### src/core/perf_event_consts.svh
// Constants for the performance event select and count block.
// Assumes inclusion by bare name from files under core/.
`ifndef PERF_EVENT_CONSTS_SVH
`define PERF_EVENT_CONSTS_SVH

`define EV_W 6
`define CNT_W 40
`define INC_W 4
`define REG_W 3
`define LINE_W 27
`define FP_CNT_W 3
`define BP_W 4
`define FILL_BEATS 2'h3

`define EV_INTERLOCK 6'h1F
`define EV_RSVD_A 6'h20
`define EV_RSVD_B 6'h21
`define EV_FLOAT 6'h22
`define EV_BP0 6'h23
`define EV_BP1 6'h24
`define EV_BP2 6'h25
`define EV_BP3 6'h26
`define EV_HW_IRQ 6'h27
`define EV_DATA_ACC 6'h28
`define EV_DATA_MISS 6'h29
`define EV_BUS_OWN 6'h2A
`define EV_PACKED 6'h2B

`define PIN_W 5
`define PIN_REQ 0
`define PIN_PEER_SNOOP_HIT_MODIFIED 1
`define PIN_SNOOP_SNOOP_HIT_MODIFIED 2
`define PIN_GRANT 3
`define PIN_BURST_READY 4
`define PIN_RESET 5'h00

`endif

### src/core/perf_types_pkg.sv
// Types shared by the performance event select and count block.
// Assumes perf_event_consts.svh is on the include path.
`include "perf_event_consts.svh"

package perf_types_pkg;
    typedef logic [`EV_W-1:0] evsel_t;
    typedef logic [`CNT_W-1:0] count_t;
    typedef logic [`INC_W-1:0] inc_t;
    typedef logic [`LINE_W-1:0] line_t;

    typedef enum logic [0:0] {
        FILL_IDLE = 1'b0,
        FILL_BUSY = 1'b1
    } fill_state_t;

    typedef enum logic [0:0] {
        OWN_IDLE = 1'b0,
        OWN_WAIT = 1'b1
    } own_state_t;
endpackage : perf_types_pkg

### src/core/line_fill_filter.sv
// Data-cache miss filter: drops repeat misses to a line being filled.
// Assumes qualified miss strobes and a synchronised burst_ready.
`timescale 1ns/10ps
`default_nettype none
`include "perf_event_consts.svh"

module line_fill_filter (
    input wire logic mclk,
    input wire logic rst_b,
    input wire logic [1:0] miss_valid,
    input wire logic [1:0] miss_fill,
    input wire perf_types_pkg::line_t line_0,
    input wire perf_types_pkg::line_t line_1,
    input wire logic burst_ready,
    output logic [1:0] miss_inc
);
    import perf_types_pkg::*;

    fill_state_t state, next_state;
    line_t fill_line, next_fill_line;
    logic [1:0] beats, next_beats;
    logic hit_0, hit_1;

    always_comb begin
        hit_0 = (state == FILL_BUSY) && (line_0 == fill_line);
        hit_1 = (state == FILL_BUSY) && (line_1 == fill_line);
        // Same line on both ports in one clock is one miss
        miss_inc[0] = miss_valid[0] && !hit_0;
        miss_inc[1] = miss_valid[1] && !hit_1 &&
            !(miss_inc[0] && line_1 == line_0);
        next_state = state;
        next_fill_line = fill_line;
        next_beats = beats;
        unique case (state)
            FILL_IDLE: begin
                if (miss_inc[0] && miss_fill[0]) begin
                    next_state = FILL_BUSY;
                    next_fill_line = line_0;
                    next_beats = 2'h0;
                end else if (miss_inc[1] && miss_fill[1]) begin
                    next_state = FILL_BUSY;
                    next_fill_line = line_1;
                    next_beats = 2'h0;
                end
            end
            FILL_BUSY: begin
                // Only one fill tracked; a second line just counts
                if (burst_ready) begin
                    next_beats = beats + 2'h1;
                    if (beats == `FILL_BEATS) begin
                        next_state = FILL_IDLE;
                    end
                end
            end
        endcase
    end

    always_ff @(posedge mclk or negedge rst_b) begin
        if (!rst_b) begin
            state <= FILL_IDLE;
            fill_line <= '0;
            beats <= 2'h0;
        end else begin
            state <= next_state;
            fill_line <= next_fill_line;
            beats <= next_beats;
        end
    end
endmodule : line_fill_filter

`default_nettype wire

### src/core/perf_event_select_count.sv
// Event selection and increment for two performance counters.
// Assumes event strobes from same-clock logic; bus pins are async.
`timescale 1ns/10ps
`default_nettype none
`include "perf_event_consts.svh"

module perf_event_select_count (
    input wire logic mclk,
    input wire logic rst_b,
    input wire perf_types_pkg::evsel_t evsel_0,
    input wire perf_types_pkg::evsel_t evsel_1,
    input wire logic ex_wr_first,
    input wire logic [`REG_W-1:0] ex_dest_first,
    input wire logic ex_wr_second,
    input wire logic [`REG_W-1:0] ex_dest_second,
    input wire logic ag_base_used_first,
    input wire logic [`REG_W-1:0] ag_base_first,
    input wire logic ag_index_used_first,
    input wire logic [`REG_W-1:0] ag_index_first,
    input wire logic ag_base_used_second,
    input wire logic [`REG_W-1:0] ag_base_second,
    input wire logic ag_index_used_second,
    input wire logic [`REG_W-1:0] ag_index_second,
    input wire logic float_op_event,
    input wire logic [`FP_CNT_W-1:0] float_op_count,
    input wire logic float_exc_zero_div,
    input wire logic float_exc_neg_sqrt,
    input wire logic float_exc_special,
    input wire logic float_exc_stack,
    input wire logic int_mul_event,
    input wire logic fpu_use_event,
    input wire logic [`BP_W-1:0] bp_code_first,
    input wire logic [`BP_W-1:0] bp_code_second,
    input wire logic [`BP_W-1:0] bp_data,
    input wire logic bp_enabled,
    input wire logic maskable_irq_taken,
    input wire logic nmi_taken,
    input wire logic [1:0] acc_valid,
    input wire logic [1:0] acc_tlb,
    input wire logic [1:0] acc_io,
    input wire logic [1:0] acc_miss,
    input wire logic [1:0] acc_fill,
    input wire perf_types_pkg::line_t acc_line_0,
    input wire perf_types_pkg::line_t acc_line_1,
    input wire logic burst_ready_b,
    input wire logic private_bus_request,
    input wire logic peer_hit_modified_b,
    input wire logic snoop_hit_modified_b,
    input wire logic private_bus_grant,
    input wire logic packed_int_first,
    input wire logic packed_int_second,
    output logic [`BP_W-1:0] breakpoint_status_pins,
    output perf_types_pkg::count_t count_0,
    output perf_types_pkg::count_t count_1
);
    import perf_types_pkg::*;

    // Address-stage operand depends on a write in execute
    function automatic logic reg_hit(
        input logic used,
        input logic [`REG_W-1:0] src
    );
        reg_hit = used && ((ex_wr_first && ex_dest_first == src) ||
            (ex_wr_second && ex_dest_second == src));
    endfunction : reg_hit

    function automatic inc_t bit_sum(input logic a, input logic b);
        bit_sum = inc_t'(a) + inc_t'(b);
    endfunction : bit_sum

    // Pin synchroniser; stage 1 feeds stage 2 only
    logic [`PIN_W-1:0] pin_raw, pin_s1, pin_s2, pin_s3;
    logic [`PIN_W-1:0] next_s1, next_s2, next_s3;

    always_comb begin
        pin_raw[`PIN_REQ] = private_bus_request;
        pin_raw[`PIN_PEER_SNOOP_HIT_MODIFIED] = !peer_hit_modified_b;
        pin_raw[`PIN_SNOOP_SNOOP_HIT_MODIFIED] = !snoop_hit_modified_b;
        pin_raw[`PIN_GRANT] = private_bus_grant;
        pin_raw[`PIN_BURST_READY] = !burst_ready_b;
        next_s1 = pin_raw;
        next_s2 = pin_s1;
        next_s3 = pin_s2;
    end

    always_ff @(posedge mclk or negedge rst_b) begin
        if (!rst_b) begin
            // Synced pins are active high; reset to idle low, no false edge
            pin_s1 <= `PIN_RESET;
            pin_s2 <= `PIN_RESET;
            pin_s3 <= `PIN_RESET;
        end else begin
            pin_s1 <= next_s1;
            pin_s2 <= next_s2;
            pin_s3 <= next_s3;
        end
    end

    logic req, grant, own_ask, req_rise;

    always_comb begin
        req = pin_s2[`PIN_REQ];
        grant = pin_s2[`PIN_GRANT];
        own_ask = req || pin_s2[`PIN_PEER_SNOOP_HIT_MODIFIED] ||
            pin_s2[`PIN_SNOOP_SNOOP_HIT_MODIFIED];
        req_rise = req && !pin_s3[`PIN_REQ];
    end

    // Ownership latency tracker
    own_state_t own_state, next_own_state;
    logic own_clock;

    always_comb begin
        next_own_state = own_state;
        own_clock = 1'b0;
        unique case (own_state)
            OWN_IDLE: begin
                if (own_ask && !grant) begin
                    next_own_state = OWN_WAIT;
                    own_clock = 1'b1;
                end
            end
            OWN_WAIT: begin
                if (grant) begin
                    next_own_state = OWN_IDLE;
                end else begin
                    own_clock = 1'b1;
                end
            end
        endcase
    end

    always_ff @(posedge mclk or negedge rst_b) begin
        if (!rst_b) begin
            own_state <= OWN_IDLE;
        end else begin
            own_state <= next_own_state;
        end
    end

    // Breakpoint match, registered so pins and count agree
    logic [`BP_W-1:0] next_bp;

    always_comb begin
        next_bp = bp_code_first | bp_data |
            (bp_enabled ? bp_code_second : '0);
    end

    always_ff @(posedge mclk or negedge rst_b) begin
        if (!rst_b) begin
            breakpoint_status_pins <= '0;
        end else begin
            breakpoint_status_pins <= next_bp;
        end
    end

    // Data access qualification
    logic [1:0] acc_ok, miss_ok, miss_inc;

    always_comb begin
        acc_ok = acc_valid & ~acc_tlb & ~acc_io;
        miss_ok = acc_ok & acc_miss;
    end

    line_fill_filter u_fill (
        .mclk(mclk),
        .rst_b(rst_b),
        .miss_valid(miss_ok),
        .miss_fill(acc_fill),
        .line_0(acc_line_0),
        .line_1(acc_line_1),
        .burst_ready(pin_s2[`PIN_BURST_READY]),
        .miss_inc(miss_inc)
    );

    // Per-event increments
    logic stall_first, stall_second, float_excluded;
    inc_t inc_stall, inc_float, inc_irq, inc_acc, inc_miss;

    always_comb begin
        stall_first = reg_hit(ag_base_used_first, ag_base_first) ||
            reg_hit(ag_index_used_first, ag_index_first);
        stall_second = reg_hit(ag_base_used_second, ag_base_second) ||
            reg_hit(ag_index_used_second, ag_index_second);
        inc_stall = bit_sum(stall_first, stall_second);
        float_excluded = float_exc_zero_div || float_exc_neg_sqrt ||
            float_exc_special || float_exc_stack;
        inc_float = bit_sum(int_mul_event, fpu_use_event);
        if (float_op_event && !float_excluded) begin
            // Op count covers transcendental inner steps
            inc_float = inc_float + inc_t'(float_op_count);
        end
        inc_irq = bit_sum(maskable_irq_taken, nmi_taken);
        inc_acc = bit_sum(acc_ok[0], acc_ok[1]);
        inc_miss = bit_sum(miss_inc[0], miss_inc[1]);
    end

    // Event decode, one per counter
    function automatic inc_t select_inc(
        input evsel_t code,
        input logic second
    );
        select_inc = '0;
        unique case (code)
            `EV_INTERLOCK: select_inc = inc_stall;
            `EV_RSVD_A, `EV_RSVD_B: select_inc = '0;
            `EV_FLOAT: select_inc = inc_float;
            `EV_BP0: select_inc = inc_t'(breakpoint_status_pins[0]);
            `EV_BP1: select_inc = inc_t'(breakpoint_status_pins[1]);
            `EV_BP2: select_inc = inc_t'(breakpoint_status_pins[2]);
            `EV_BP3: select_inc = inc_t'(breakpoint_status_pins[3]);
            `EV_HW_IRQ: select_inc = inc_irq;
            `EV_DATA_ACC: select_inc = inc_acc;
            `EV_DATA_MISS: select_inc = inc_miss;
            `EV_BUS_OWN: begin
                select_inc = second ? inc_t'(req_rise) :
                    inc_t'(own_clock);
            end
            `EV_PACKED: begin
                select_inc = second ? inc_t'(packed_int_second) :
                    inc_t'(packed_int_first);
            end
            default: select_inc = '0;
        endcase
    endfunction : select_inc

    count_t next_count_0, next_count_1;

    always_comb begin
        // Counters wrap; overflow handling lives elsewhere
        next_count_0 = count_0 + count_t'(select_inc(evsel_0, 1'b0));
        next_count_1 = count_1 + count_t'(select_inc(evsel_1, 1'b1));
    end

    always_ff @(posedge mclk or negedge rst_b) begin
        if (!rst_b) begin
            count_0 <= '0;
            count_1 <= '0;
        end else begin
            count_0 <= next_count_0;
            count_1 <= next_count_1;
        end
    end
endmodule : perf_event_select_count

`default_nettype wire

### config.mk
export PLATFORM = sky130hd
export DESIGN_NAME = perf_event_select_count
export DESIGN_NICKNAME = d
export VERILOG_FILES = /design/src/core/perf_types_pkg.sv /design/src/core/line_fill_filter.sv /design/src/core/perf_event_select_count.sv
export VERILOG_INCLUDE_DIRS = /design/src /design/src/core
export SDC_FILE = /design/constraint.sdc
export NUM_CORES = 1
export LEC_CHECK = 0
export ABC_AREA = 1
export ABC_CLOCK_PERIOD_IN_PS = 3600
export BUFFER_PORTS_ARGS = -buffer_cell sky130_fd_sc_hd__clkbuf_2
export CELL_PAD_IN_SITES_DETAIL_PLACEMENT = 1
export CELL_PAD_IN_SITES_GLOBAL_PLACEMENT = 1
export CORE_MARGIN = 3
export CORE_UTILIZATION = 35
export CTS_BUF_LIST = sky130_fd_sc_hd__clkbuf_2
export CTS_CLUSTER_DIAMETER = 50
export DETAILED_ROUTE_END_ITERATION = 7
export GPL_ROUTABILITY_DRIVEN = 0
export GPL_TIMING_DRIVEN = 0
export PLACE_DENSITY_LB_ADDON = 0.1
export SYNTH_ARGS = -nofsm -noshare
export SYNTH_HDL_FRONTEND = slang
export SYNTH_SLANG_ARGS = --single-unit
### constraint.sdc
create_clock -name mclk -period 3.6 [get_ports mclk]
set_clock_uncertainty 0.1 [all_clocks]
set_input_delay 0.36 -clock mclk [delete_from_list [all_inputs] [get_ports mclk]]
set_output_delay 0.36 -clock mclk [all_outputs]
set_load 0.01 [all_outputs]
==> key figures <==
Status
  – Status: finished, violations left
  – Failing checks: setup timing

Route
  – DR vias: 9369
  – TritonRoute pass-1 iters: 5
  – Starting DRT DRC Count: 418
  – Routed Antenna Nets: 0
  – DRC: 0
  – Post-DR wirelength/cell: 17.23 um
  – Vias per cell: 4.928
  – Routed wire length: 32.75 mm

Logic synthesis
  – Synth cell types: 47
  – Post-synthesis sequential area ratio: 0.3739
  – Share of the synthesized area in the top cell type: 0.3739
  – Syn Inst Count: 1170
  – Seq cells post-synth: 126
  – Mapped Nets: 1323
  – Synth area leader: dfrtp_1
  – Syn Area/Cell: 7.207 um2
  – Ys Warns: 0
  – Area contributors post-synth: dfrtp_1 (37%), nand2_1 (16%), inv_1 (7.3%), xor2_1 (6.4%), xnor2_1 (5.0%)
  – Synthesized area: 8432 um2

Clocking
  – CTS tree: done
  – Num CTS Buffers: 17
  – Worst-skew pair later-pin latency: 0.71 ns
  – Clock Pin Slew Worst Setup and Hold Paths: 0.22 ns
  – H-tree depth: 4
  – Clock sinks: 126
  – Root Buffer Master: clkbuf_2
  – Max clock buf depth: 2

Floorplan
  – CORE AREA: 23540 um2
  – Die width: 161.2 um
  – IO Pins: 218
  – Rows: 56
  – Die Y: 161.2 um
  – Area of the die: 25990 um2
  – Initial core utilization: 0.3582

Power and ir drop
  – Leakage power: 6.780 nW
  – Worst vdd ir: 0.2034 mV
  – Pwr dens: 352.9 nW/um2

Worst hold path
  – Worst Hold Class: input port to flop
  – Hold Path Depth: 6

Worst setup path
  – Cell family contributing the most delay on the critical path: buffers and inverters
  – Worst EP required: 4.10 ns
  – Slowest-stage cell, CP: dfrtp_1
  – Crit Path Max Fanout: 6
  – Worst path depth: 32
  – Critical Path Max Stage Delay: 0.41 ns
  – CP startpoint kind: flop
  – Worst EP arrival: 4.59 ns
  – Crit Path Category: flop to flop
  – Worst path buffer plus inverter count: 19
  – Most frequent cell on the critical path: buf_4
  – CP Capture Type: flop
  – Worst Reg-to-Reg Cells: 32

Timing
  – RSZ-0062 raised after global routing: true
  – Hold Worst Slack: 0.06606 ns
  – Fmax achieved: 0.2446 GHz
  – Post-route setup slack: -0.4876 ns
  – Worst Tran Pin Value: 0.7468 ns
  – Slew Limit Fails: 0
  – Tmin final: 4.088 ns
  – Final hold vios: 0
  – Worst slew margin: 0.5021
  – Period utilization: 1.135
  – Setup violators final: 76
  – Final TNS setup: -24.00 ns

Final layout
  – Sequential cell area: 3159 um2
  – Fillers: 3037
  – # nets final: 1722
  – Layout cells sized above 1: 0.3182
  – Synth-to-Final Area Change: 49.52%
  – Area of the multi-input gates: 5301 um2
  – Post-route cell area: 12610 um2
  – Fin util: 0.5355

GRT
  – Total gr overflow: 0
  – Initial antenna violation count: 3
  – Vias in the first global route: 9778
  – Total GRT Usage: 0.2410
  – First-pass GRT wire length: 50.36 mm
  – Largest net degree at the start of global routing: 75

Job
  – Max-Cap Viols: 0

Placed design
  – Port Buffers: 217
  – Dpl cell area: 9960 um2
  – Dpl ws: -1.145 ns
  – DP HPWL: 22.48 mm
-- cell families after synthesis --
group | after synthesis | share of synthesized area
muxes | 1 | 0.001187
xor gates and xnor gates | 110 | 0.1143
and+or+nand+nor | 644 | 0.3312
buffers and inverters | 182 | 0.08725
DFF | 126 | 0.3739
AOI/OAI and AO/OA | 88 | 0.06129
adders and majority gates | 19 | 0.03087
-- report_power, final --
part / switching, mW / internal, mW / total (mW)
combinational: 0.911 / 0.673 / 1.58
clock: 0.627 / 0.330 / 0.957
sequential: 0.260 / 1.65 / 1.91
-- area by class of cell --
type | count | share of cell area
Clock buffer | 17 | 0.006749
Inverter | 168 | 0.05101
Buffer | 14 | 0.01131
Antenna cell | 1 | 0.0001985
Sequential cell | 126 | 0.2506
Timing Repair Buffer | 380 | 0.2155
Clock inverter | 14 | 0.01250
Multi-Input combinational cell | 862 | 0.4205
Tap cell | 319 | 0.03166
-- registers in the layout (all words and copies together), names as in the netlist --
| signal | count |
|---|---|
| count_0 | 40 |
| count_1 | 40 |
| u_fill.fill_line | 27 |
| next_s2 | 5 |
| next_s3 | 5 |
| breakpoint_status_pins | 4 |
| u_fill.beats | 2 |
| own_state | 1 |
| pin_s3 | 1 |
| u_fill.state | 1 |
-- tightest hold or removal path, cell delays in order --
cell,delay (ns)
clkbuf_2,0.07
nand3_1,0.07
nand4_1,0.07
nor2_1,0.04
o2111ai_1,0.07
ha_2,0.14
-- per-stage QoR --
stage,total power [mW],instances
after floorplan,2.638,1170
after global placement,3.134,1706
after detailed placement,3.181,1707
after CTS,4.326,1873
after global routing,4.766,1901
final,4.449,1901
-- placed cells by master, fill, tap and decap left out, types with 28 or more instances in the layout --
master / n
nand2_1: 329
clkbuf_2: 233
inv_1: 145
dfrtp_1: 121
nor2_1: 82
dlygate4sd3_1: 71
nand3_1: 63
xor2_1: 58
buf_4: 58
xnor2_1: 40
o21ai_0: 36
nand2_2: 28
buf_6: 28
-- Yosys cell counts (all sizes together) --
master   count
nand3b       6
a22o         2
a211oi       1
dfrtp      126
mux2i        1
a21oi       22
nor3        29
nor4        22
a2111oi      1
a211o        4
nand3       81
a31oi        1
nand4       21
a21boi       1
nor2       109
nor4b        1
xnor2       48
fa           3
and3         1
a32o         1
o2111ai      1
nor3b        4
inv        167
a221oi       1
or2          2
buf         11
clkinv       1
o41ai        1
nand2      367
ha          16
and2         1
xor2        62
o22ai        7
a32oi        1
o21ai       44
clkbuf       3
-- final timing paths --
check / start / endpoint / slack, ns
worst max-delay path: u_fill.fill_line[25] / u_fill.fill_line[1] / -0.49
worst min-delay path: packed_int_second / count_1[0] / 0.07
worst max register to register: u_fill.fill_line[25] / u_fill.fill_line[1] / -0.49
worst min register to register: next_s2[4] / next_s3[4] / 0.27
max in group asynchronous: rst_b / count_1[25] / 1.43
min in group asynchronous: rst_b / breakpoint_status_pins[2] / 0.57
-- metal layers --
layer / track usage / share of wire / wire, um / vias up
met2: 0.4243 / 0.51 / 16740 / 207
li1: - / - / - / 4513
met1: 0.3092 / 0.43 / 14020 / 4602
met5: 0 / 0.00064 / 21 / -
met3: 0.04155 / 0.045 / 1460 / 43
met4: 0.05827 / 0.015 / 507 / 4
-- timing repair --
item,CTS,global route
pin swaps,62,73
cloned,0,3
gates resized for setup,116,116
endpoints found under the hold margin,162,0
hold buffers,71,0
endpoints found under the setup margin,70,101
buffers inserted,64,29
Power figures use the tool's default switching activity.
